### src/verilog/dil_defines.vh
// constants for the door interlock forced-opening block
// assumes a 100 MHz sys_clk; times are given in ms and converted here
`ifndef DIL_DEFINES_VH
`define DIL_DEFINES_VH

`define DIL_CLK_MHZ 100
`define DIL_UNLOCK_MS 500
`define DIL_FBK_MS 100
`define DIL_UNLOCK_CYC (`DIL_UNLOCK_MS * 1000 * `DIL_CLK_MHZ)
`define DIL_FBK_CYC (`DIL_FBK_MS * 1000 * `DIL_CLK_MHZ)
`define DIL_CNT_W 27

// register offsets (byte addresses)
`define DIL_REG_CTRL 4'h0
`define DIL_REG_STAT 4'h4
`define DIL_REG_IRQ 4'h8
`define DIL_REG_MASK 4'hc

// control fields
`define DIL_CTRL_DOOR 0
`define DIL_CTRL_FORCE 1
`define DIL_CTRL_SPRING 2
`define DIL_CTRL_ERREN 3
`define DIL_CTRL_RST 4'hf

// irq bits
`define DIL_IRQ_FBK 0
`define DIL_IRQ_NOOPEN 1
`define DIL_IRQ_DOOR 2
`define DIL_IRQ_UNLOCK 3

`endif

### src/verilog/dil_interlock.v
// guard-lock supervisor, forced door-opening mode, with Avalon-MM registers
// assumes pins are asynchronous; one 100 MHz clock, synchronous reset
//
// How it works
// mode active only with door present, forcing enabled
// high unlock request starts unlock sequence
// safe high only when closed and locked
// unlock drops safe at once, then releases
// drive solenoid after configurable unlock delay
// late lock feedback after drive change errors
// any error forces safe output low
// spring lock: de-energised means locked
// door must really open after unlock
// relock when released and door closed, or at once on late feedback or with the mode switched off
// safe returns after lock and door confirmed
// no opening in cycle raises error
// user keeps timeout above solenoid time
// error output only when enabled
`timescale 1ns/1ns
`default_nettype none
`include "dil_defines.vh"
module dil_interlock #(
    parameter [26:0] UNLOCK_CYC = `DIL_UNLOCK_CYC,
    parameter [26:0] FBK_CYC = `DIL_FBK_CYC
) (
    input wire sys_clk,
    input wire sys_rst,
    input wire unlockReq,
    input wire lockFbk,
    input wire doorClosed,
    output reg lock_solenoid_drive,
    output reg solenoid_active_trace,
    output reg safeOut,
    output reg errorOut,
    output reg irqOut,
    input wire [3:0] avs_address,
    input wire avs_read,
    input wire avs_write,
    input wire [31:0] avs_writedata,
    output reg [31:0] avs_readdata,
    output reg avs_waitrequest
);
    // ==========================================================
    // states
    localparam [2:0] ST_IDLE = 3'd0;
    localparam [2:0] ST_DELAY = 3'd1;
    localparam [2:0] ST_OPEN = 3'd2;
    localparam [2:0] ST_RELOCK = 3'd3;
    localparam [2:0] ST_FAULT = 3'd4;

    // ==========================================================
    // input synchronisers
    wire reqS;
    wire fbkS;
    wire doorS;
    dil_sync uReq (.sys_clk(sys_clk), .sys_rst(sys_rst), .din(unlockReq), .dout(reqS));
    dil_sync uFbk (.sys_clk(sys_clk), .sys_rst(sys_rst), .din(lockFbk), .dout(fbkS));
    dil_sync uDoor (.sys_clk(sys_clk), .sys_rst(sys_rst), .din(doorClosed), .dout(doorS));

    // ==========================================================
    // registers
    reg [3:0] ctrl_r;
    reg [3:0] irq_r;
    reg [3:0] mask_r;
    reg [2:0] state_r;
    reg [2:0] state_nxt;
    reg [26:0] dlyCnt_r;
    reg [26:0] fbkCnt_r;
    reg fbkWait_r;
    reg fbkStart_r;
    reg drive_nxt;
    reg drive_r;
    reg opened_r;
    reg err_r;
    reg ackDone_r;
    // the synchronisers leave reset at zero, which reads as an open door;
    // door errors wait until the pin filters have seen the real levels
    reg [2:0] settle_r;
    wire settled = (settle_r == 3'h7);

    // mode select
    wire modeOn = ctrl_r[`DIL_CTRL_DOOR] & ctrl_r[`DIL_CTRL_FORCE];
    wire spring = ctrl_r[`DIL_CTRL_SPRING];
    // feedback reads energised; spring lock is engaged when not energised
    wire lockedNow = spring ? ~fbkS : fbkS;
    wire driveLvl = spring ? drive_r : ~drive_r;
    wire fbkMatch = (fbkS == driveLvl);
    wire doorOpenLocked = settled & ~doorS & lockedNow & ~drive_r;
    wire fbkLate = fbkWait_r & ~fbkMatch & (fbkCnt_r == FBK_CYC);
    wire noOpen = (state_r == ST_RELOCK) & lockedNow & ~opened_r;

    // ==========================================================
    // sequence
    always @* begin
        state_nxt = state_r;
        drive_nxt = drive_r;
        case (state_r)
            ST_IDLE: begin
                // high request starts the sequence
                if (modeOn && reqS) begin
                    state_nxt = ST_DELAY;
                end
            end
            ST_DELAY: begin
                // wait unlock delay
                if (dlyCnt_r >= UNLOCK_CYC) begin
                    state_nxt = ST_OPEN;
                    drive_nxt = 1'b1;
                end
            end
            ST_OPEN: begin
                // relock when released and closed
                if (!reqS && doorS) begin
                    state_nxt = ST_RELOCK;
                    drive_nxt = 1'b0;
                end
            end
            ST_RELOCK: begin
                if (lockedNow && !fbkWait_r) begin
                    state_nxt = ST_IDLE;
                end
            end
            ST_FAULT: begin
                // a fault holds until released, door closed and lock engaged
                if (!reqS && doorS && lockedNow && !fbkWait_r) begin
                    state_nxt = ST_IDLE;
                end
                drive_nxt = 1'b0;
            end
            default: begin
                state_nxt = ST_IDLE;
                drive_nxt = 1'b0;
            end
        endcase
        if (fbkLate || !modeOn) begin
            state_nxt = modeOn ? ST_FAULT : ST_IDLE;
            drive_nxt = 1'b0;
        end
    end

    always @(posedge sys_clk) begin
        if (sys_rst) begin
            state_r <= ST_IDLE;
            drive_r <= 1'b0;
            dlyCnt_r <= 27'h0;
            fbkCnt_r <= 27'h0;
            fbkWait_r <= 1'b0;
            fbkStart_r <= 1'b0;
            opened_r <= 1'b0;
            err_r <= 1'b0;
            settle_r <= 3'h0;
        end else begin
            if (!settled) begin
                settle_r <= settle_r + 3'h1;
            end
            state_r <= state_nxt;
            drive_r <= drive_nxt;
            dlyCnt_r <= (state_r == ST_DELAY) ? dlyCnt_r + 27'h1 : 27'h0;
            // feedback timeout restarts on each drive change
            fbkStart_r <= (drive_nxt != drive_r);
            if (drive_nxt != drive_r) begin
                fbkWait_r <= 1'b1;
                fbkCnt_r <= 27'h0;
            end else if (fbkWait_r && fbkMatch) begin
                fbkWait_r <= 1'b0;
            end else if (fbkLate) begin
                fbkWait_r <= 1'b0;
            end else if (fbkWait_r) begin
                fbkCnt_r <= fbkCnt_r + 27'h1;
            end
            // remember a real door opening
            if (state_r == ST_IDLE) begin
                opened_r <= 1'b0;
            end else if (drive_r && !doorS) begin
                opened_r <= 1'b1;
            end
            // error latched at end of cycle without opening
            if (noOpen || fbkLate || doorOpenLocked) begin
                err_r <= 1'b1;
            end else if (state_r == ST_IDLE && reqS) begin
                err_r <= 1'b0;
            end
        end
    end

    // ==========================================================
    // outputs
    always @(posedge sys_clk) begin
        if (sys_rst) begin
            lock_solenoid_drive <= 1'b0;
            solenoid_active_trace <= 1'b0;
            safeOut <= 1'b0;
            errorOut <= 1'b0;
        end else begin
            // drive energises the solenoid to unlock
            lock_solenoid_drive <= drive_nxt;
            solenoid_active_trace <= drive_nxt;
            // safe only idle, closed, locked, error-free
            safeOut <= settled && modeOn && state_nxt == ST_IDLE && !reqS && doorS && lockedNow
                && !fbkWait_r && !err_r && !doorOpenLocked;
            // error pin gated by enable
            errorOut <= ctrl_r[`DIL_CTRL_ERREN] & err_r;
        end
    end

    // ==========================================================
    // avalon slave: one wait cycle, then the answer
    wire acc = (avs_read | avs_write) & ~ackDone_r;
    wire [3:0] events = {reqS & (state_r == ST_IDLE) & modeOn, doorOpenLocked, noOpen, fbkLate};
    always @(posedge sys_clk) begin
        if (sys_rst) begin
            ctrl_r <= `DIL_CTRL_RST;
            irq_r <= 4'h0;
            mask_r <= 4'h0;
            ackDone_r <= 1'b0;
            avs_waitrequest <= 1'b1;
            avs_readdata <= 32'h0;
            irqOut <= 1'b0;
        end else begin
            ackDone_r <= acc;
            avs_waitrequest <= ~acc;
            irq_r <= (irq_r & ~((acc && avs_write && avs_address == `DIL_REG_IRQ) ? avs_writedata[3:0] : 4'h0))
                | events;
            if (acc && avs_write) begin
                if (avs_address == `DIL_REG_CTRL) begin
                    ctrl_r <= avs_writedata[3:0];
                end
                if (avs_address == `DIL_REG_MASK) begin
                    mask_r <= avs_writedata[3:0];
                end
            end
            if (acc && avs_read) begin
                case (avs_address)
                    `DIL_REG_CTRL: avs_readdata <= {28'h0, ctrl_r};
                    `DIL_REG_STAT: avs_readdata <= {23'h0, state_r, err_r, opened_r, safeOut, fbkS, doorS, drive_r};
                    `DIL_REG_IRQ: avs_readdata <= {28'h0, irq_r};
                    `DIL_REG_MASK: avs_readdata <= {28'h0, mask_r};
                    default: avs_readdata <= 32'h0;
                endcase
            end
            irqOut <= |(irq_r & mask_r);
        end
    end
endmodule // dil_interlock
`default_nettype wire

### src/verilog/dil_sync.v
// three-stage input synchroniser with agreement filter
// assumes din is asynchronous to sys_clk
`timescale 1ns/1ns
`default_nettype none
module dil_sync (
    input wire sys_clk,
    input wire sys_rst,
    input wire din,
    output reg dout
);
    reg s1_r;
    reg s2_r;
    reg s3_r;
    always @(posedge sys_clk) begin
        if (sys_rst) begin
            s1_r <= 1'b0;
            s2_r <= 1'b0;
            s3_r <= 1'b0;
            dout <= 1'b0;
        end else begin
            s1_r <= din;
            s2_r <= s1_r;
            s3_r <= s2_r;
            // a change counts only once stages two and three agree
            if (s2_r == s3_r) begin
                dout <= s3_r;
            end
        end
    end
endmodule // dil_sync
`default_nettype wire

### config.mk
export PLATFORM = sky130hd
export DESIGN_NAME = dil_interlock
export DESIGN_NICKNAME = d
export VERILOG_FILES = /design/src/verilog/dil_interlock.v /design/src/verilog/dil_sync.v
export VERILOG_INCLUDE_DIRS = /design/src /design/src/verilog
export SDC_FILE = /design/constraint.sdc
export NUM_CORES = 1
export LEC_CHECK = 0
export BUFFER_PORTS_ARGS = -buffer_cell sky130_fd_sc_hd__buf_4
export CORE_MARGIN = 2
export CORE_UTILIZATION = 36
export CTS_CLUSTER_DIAMETER = 200
export DETAILED_ROUTE_END_ITERATION = 10
export GPL_ROUTABILITY_DRIVEN = 0
export HOLD_SLACK_MARGIN = 0.05
export PLACE_DENSITY = 0.54
export SKIP_CTS_REPAIR_TIMING = 1
export SLEW_MARGIN = 20
export SYNTH_ARGS = -nofsm -noshare
export SYNTH_HDL_FRONTEND = slang
export SYNTH_SLANG_ARGS = --single-unit
### constraint.sdc
create_clock -name sys_clk -period 5.5 [get_ports sys_clk]
set_clock_uncertainty 0.05 [all_clocks]
set_input_delay 0.275 -clock sys_clk [delete_from_list [all_inputs] [get_ports sys_clk]]
set_output_delay 0.275 -clock sys_clk [all_outputs]
set_load 0.02 [all_outputs]
Word-level counts from Yosys, hierarchy flattened --
Cells that the tools add are included.
Word-level totals: bits in registers 125, output and inout bits 38
Cells by class: reduce and logical (&&, ||, !) cells 41, muxes and demuxes 21, order comparisons 1, equality and inequality tests 14, bitwise gates (word level) 27, add/subtract/negate cells 3
Operators with widths (number):
- adder 27 x 1 -> 27 bit (second input constant) | 2
- one-hot mux 9 bit (4 select lines) | 1
- == test 27 x 24 -> 1 bit (second input constant) | 1
- greater-or-equal comparator 27 x 26 -> 1 bit (second input constant) | 1
- two-way mux 3 bit | 7
- logical AND 1 bit | 19
- one-hot mux 3 bit (5 select lines) | 1
- AND 1 bit | 12
- two-way mux 1 bit | 10
- inverter 1 bit | 10
- AND 4 bit | 2
- == test 4 bit (second input constant) | 2
- OR reduction 2 bit | 4
- == test 3 x 2 -> 1 bit (second input constant) | 2
- == test 3 bit (second input constant) | 2
- logical NOT 1 bit | 6
- logical NOT 3 bit | 2
- == test 1 bit | 4
- == test 4 x 3 -> 1 bit (second input constant) | 1
- logical NOT 4 bit | 1
- two-way mux 4 bit | 1
- inverter 4 bit | 1
- bitwise OR 4 bit | 1
- AND reduction 2 bit | 2
- 10 further kinds | 12

Depth between registers and ports, before layout --
depth after elaboration 16, depth in mapped cells 8, gate-level depth less buffers 7

Cells and area by module --
From an unflattened synthesis, not the netlist that was laid out.
Unflattened totals: cell total of the unflattened synthesis 524, area, all modules 4660.7 um^2
Modules (own cells, without submodules):
- dil_interlock | times used 1, cells an instance 494, area each 4322.9 um^2
- dil_sync | times used 3, cells an instance 10, area each 112.6 um^2

Least setup slack after synthesis --
OpenSTA, ideal clock, no wires.
path kind register -> register, start point reg, netlist name solenoid_active_trace, end point reg fbkCnt_r[15], path slack 3.446 ns, data required time 5.335 ns, cell stages (with the launch flop) 8, path buffers 1, arrival 1.889 ns, cell sequence dfxtp_1 -> xor3_2 -> nand2b_4 -> nor4_4 -> o21ai_0 -> o211ai_4 -> buf_6 -> nor2_1
RTL lines:
- end signal: assignment | line dil_interlock.v:169 | fbkCnt_r <= fbkCnt_r + 27'h1;
- end: declaration | line dil_interlock.v:68 | reg [26:0] fbkCnt_r;

==> impl.org <==
** Yosys
- Synthesized area :: 4606 µm²
- Area leader, netlist :: dfxtp_1
- Most common library cells after synthesis :: dfxtp_1, nor2_1, nand2_1, xor2_1, buf_4
- Distinct cells, synth :: 57
- After technology mapping, the gate count stands at 504.
- After synthesis, the share of flip-flops with an asynchronous set or reset is 0%.
- In the post-synthesis netlist, the biggest area contributors are dfxtp_1, nor2_1, xor2_1.
- Most numerous cell in the Yosys netlist :: dfxtp_1
- Post-synth EDFFs :: 0
- Synth Area per Inst :: 9.138 µm²
- Number of storage elements in the synthesis netlist :: around 100
- Share of Yosys cell area claimed by the top area cell type :: 44.34%
- Prevailing post-synth register cell :: dfxtp_1
- Share of the yosys chip area belonging to registers :: 44.34%
- Ys Warns :: 0

** CTS
- Counting every sink on the clock net gives 102.
- After clock tree synthesis, the clock-pin slew on the worst setup and hold paths is approximately 70 ps.
- The tree is rooted in a clkbuf_16.
- Clock latency on the worst-skew pair :: 340 ps
- Max H-tree Level :: 3
- CTS tree :: done
- Number of clock buffers inserted by TritonCTS :: 9
- The longest clock path from root to sink contains 2 buffers.

** Global routing
- Entering global routing, the biggest net connects between 40 and 50 pins.
- Vias in the first global route :: 2990
- Number of antenna violations at the first check in global routing :: 0
- The first global-routing pass estimated 14170 µm of wire.
- Total global-route track usage :: 13.16%
- Summed over all layers, the global routing overflow is 0.

** Detailed routing
- Routed WL :: 8581 µm
- Antenna-violating nets left :: 0
- Using the TritonRoute via totals, the vias-per-cell ratio works out to 4.780.
- In the routed design, unresolved DRC markers number 0.
- In the final routed layout, each cell accounts on average for 12.21 µm.
- Detailed-routing iteration count for the pre-antenna-repair pass :: 4
- The detailed router placed 3360 vias in this run.
- In this run, the number of DRC markers left after iteration 0 of detailed routing was 206.

** Cells and area
- Counting the fill cells in the layout gives 1252.
- Number of inserted diodes :: 0
- Final net count :: ~580
- The area growth from synthesis to layout is 12.31%.
- In the final layout, the share of cells above drive strength 1 is around an eighth.
- For this run, the share of the core covered by cells in the final layout is about two fifths.

** Timing
- Timing-limited maximum frequency :: 433.4 MHz
- Final TNS setup :: 0 ps
- The smallest clock period supported by the final layout is computed as between 2000 and 2500 ps.
- Max-slew violations :: 0
- Setup repair after global routing left no endpoint under its margin.
- Number of endpoints with negative hold slack in the final report :: 0
- Period utilization :: 41.95%
- At the pin with the least slew margin, the transition time is 843.2 ps.
- In this run the tightest slew margin relative to its limit is 43.65%.
- Finish-stage setup viols :: 0
- Minimum hold slack :: between 80 and 90 ps

** Setup path
- Critical Path, Cell by Cell :: xor3_2, nand2b_4, nor4_4, or3_4, o211ai_4, nor2_1
- STA classifies the critical path endpoint as a flip-flop.
- Required time of the worst setup path :: 5660 ps
- Of all nets on the critical path, the largest fanout is 27.
- In this run the register-to-register setup slack is 3190 ps.
- For this run, the slowest stage of the critical path takes 600 ps.
- Endpoint of the most critical register-to-register path :: fbkCnt_r[10]$_SDFFE_PP0P_
- Data arrival at the endpoint of the critical path :: 2460 ps
- For the worst flop-to-flop path, the logic depth is 6.
- Together, buffers and inverters on the worst path number 0.
- STA classifies the critical path startpoint as a flip-flop.
- The kind of cell with the highest combined delay along the critical path is simple AND/OR/NAND/NOR gates.
- The startpoint identified for the worst register-to-register timing path is solenoid_active_trace$_SDFF_PP0_.
- Among all stages on the critical path, the largest delay is contributed by o211ai_4.
- Critical path type :: flip-flop to flip-flop

** Power and ir drop
- Combinational share of power :: 4.0%
- Summed over all cells, the static leakage comes to 0.001889 µW.
- Worst VDD drop :: 141.6 µV
- Power share of the clock group :: about 45%
- Total design power :: 1452 µW
- Sequential power share :: 51.6%
- Internal power :: 1132 µW
- Switching power as a share of total power :: 22.06%
- For this design the ratio of total power to cell area is 280.8 nW/µm².
- Net switching power :: roughly 320 µW

** Run status
- Result of the run :: finished clean

** Floorplanning
- Initial Util :: between 30% and 40%
- Area of the core :: 12570 µm²
- Ports placed on the boundary :: 81
- The floorplan step set the die width to between 100 and 150 µm.
- Total number of placement rows :: slightly above 40
- Vertical die dimension :: 117.1 µm
- The die covers around 14000 µm².

** Place
- Hpwl dp :: 6002 µm
- Count of input and output buffers :: 29

** Hold path
- End point of the worst hold path :: uDoor.s1_r$_SDFF_PP0_
- The path class of the tightest hold or removal check is input pin to flip-flop.
- Number of instances on the worst hold path :: 2
- Hold path start :: doorClosed

** Flow run
- Max-cap violations in this run came to 0.
## cells in the final DEF (no fill, tap or decap), drive strengths merged, types with 3 or more instances in the layout
master | synthesis | final
a22oi | 11 | 11
nor4 | 4 | 4
a31oi | 3 | 3
xor2 | 29 | 29
ha | 6 | 6
clkbuf | 13 | 10
conb | 1 | 23
dfxtp | 102 | 102
nor3 | 12 | 12
mux4 | 4 | 4
xnor2 | 20 | 20
clkinv | 1 | 4
nand2 | 36 | 36
or3 | 6 | 6
a21oi | 17 | 17
buf | 27 | 29
and4 | 7 | 7
and3 | 8 | 8
nor2b | 13 | 13
nand3 | 23 | 23
mux2i | 11 | 11
nand4 | 16 | 16
o21ai | 10 | 10
inv | 14 | 15
nor2 | 82 | 82
## power groups by stage
stage	clock network, µW	logic, µW	registers [µW]
5_1_grt	695	64.0	749
3_3_place_gp	0	57.2	766
4_1_cts	670	57.9	749
2_1_floorplan	0	54.2	766
3_5_place_dp	0	57.9	766
6_report	646	57.4	749
## sequential cells by signal (all words and copies together) (netlist names), 3 cells and up
signal,cells
mask_r,4
fbkCnt_r,27
avs_readdata,9
settle_r,3
ctrl_r,4
state_r,3
dlyCnt_r,27
irq_r,4
## area by class of cell
class,instances,area (µm²),area share (%)
Clock buffer,10,239.0,4.620
Clock inverter,6,68.82,1.330
Inverter,15,56.30,1.089
Multi-Input combinational cell,369,2333,45.11
Sequential cell,102,2042,39.48
Tap cell,172,215.2,4.161
Timing Repair Buffer,29,217.7,4.209
## metal layers
layer | wire, µm | global-route usage, % | part of all wire [%] | vias to the layer above
li1 | - | - | - | 1723
met1 | 4369 | 18.18 | 51 | 1575
met2 | 3817 | 19.77 | 44 | 52
met4 | 132 | 5.020 | 1.5 | 0
met3 | 261 | 3.399 | 3.0 | 10
met5 | 0 | 0 | 0 | -
## worst reg2reg max path: cells and delay by family (launching register included)
family	cells	cell delay (ps)
DFF	1	510
AOI/OAI and AO/OA	1	600
and+or+nand+nor	4	690
xor gates and xnor gates	1	320
## per-stage QoR
| step | instance area [µm²] | std cells | worst slack, ps |
|---|---|---|---|
| floorplan | 4688 | 526 | 3446 |
| global placement | 4865 | 687 | 3187 |
| detailed placement | 4865 | 687 | 3158 |
| CTS | 5172 | 703 | 3153 |
| global route | 5172 | 703 | 2994 |
| finish | 5172 | 703 | 3193 |
## cells by family (layout without fill, tap and decap cells)
| kind of cell | Yosys count | after routing | share of synthesized area [%] |
|---|---|---|---|
| and+or+nand+nor | 222 | 222 | 25.32 |
| DFF | 102 | 102 | 44.34 |
| buffers and inverters | 55 | 60 | 6.791 |
| AOI/OAI and AO/OA | 53 | 53 | 7.634 |
| xor gates and xnor gates | 50 | 50 | 9.861 |
| muxes | 15 | 15 | 4.347 |
| adders and majority gates | 6 | 6 | 1.630 |
| other | 1 | 23 | 0.08142 |
## worst max path at each step
stage | from | to | slack [ps] | depth (start not counted)
after global placement | fbkCnt_r[21]$_SDFFE_PP0P_ | fbkCnt_r[5]$_SDFFE_PP0P_ | 3190 | 6
after floorplan | solenoid_active_trace$_SDFF_PP0_ | fbkCnt_r[15]$_SDFFE_PP0P_ | 3450 | 7
final | solenoid_active_trace$_SDFF_PP0_ | fbkCnt_r[10]$_SDFFE_PP0P_ | 3190 | 6
after global routing | fbkCnt_r[23]$_SDFFE_PP0P_ | fbkCnt_r[10]$_SDFFE_PP0P_ | 2990 | 6
after detailed placement | fbkCnt_r[21]$_SDFFE_PP0P_ | fbkCnt_r[10]$_SDFFE_PP0P_ | 3160 | 6
after CTS | fbkCnt_r[21]$_SDFFE_PP0P_ | fbkCnt_r[10]$_SDFFE_PP0P_ | 3150 | 6
Power figures use the tool's default switching activity.
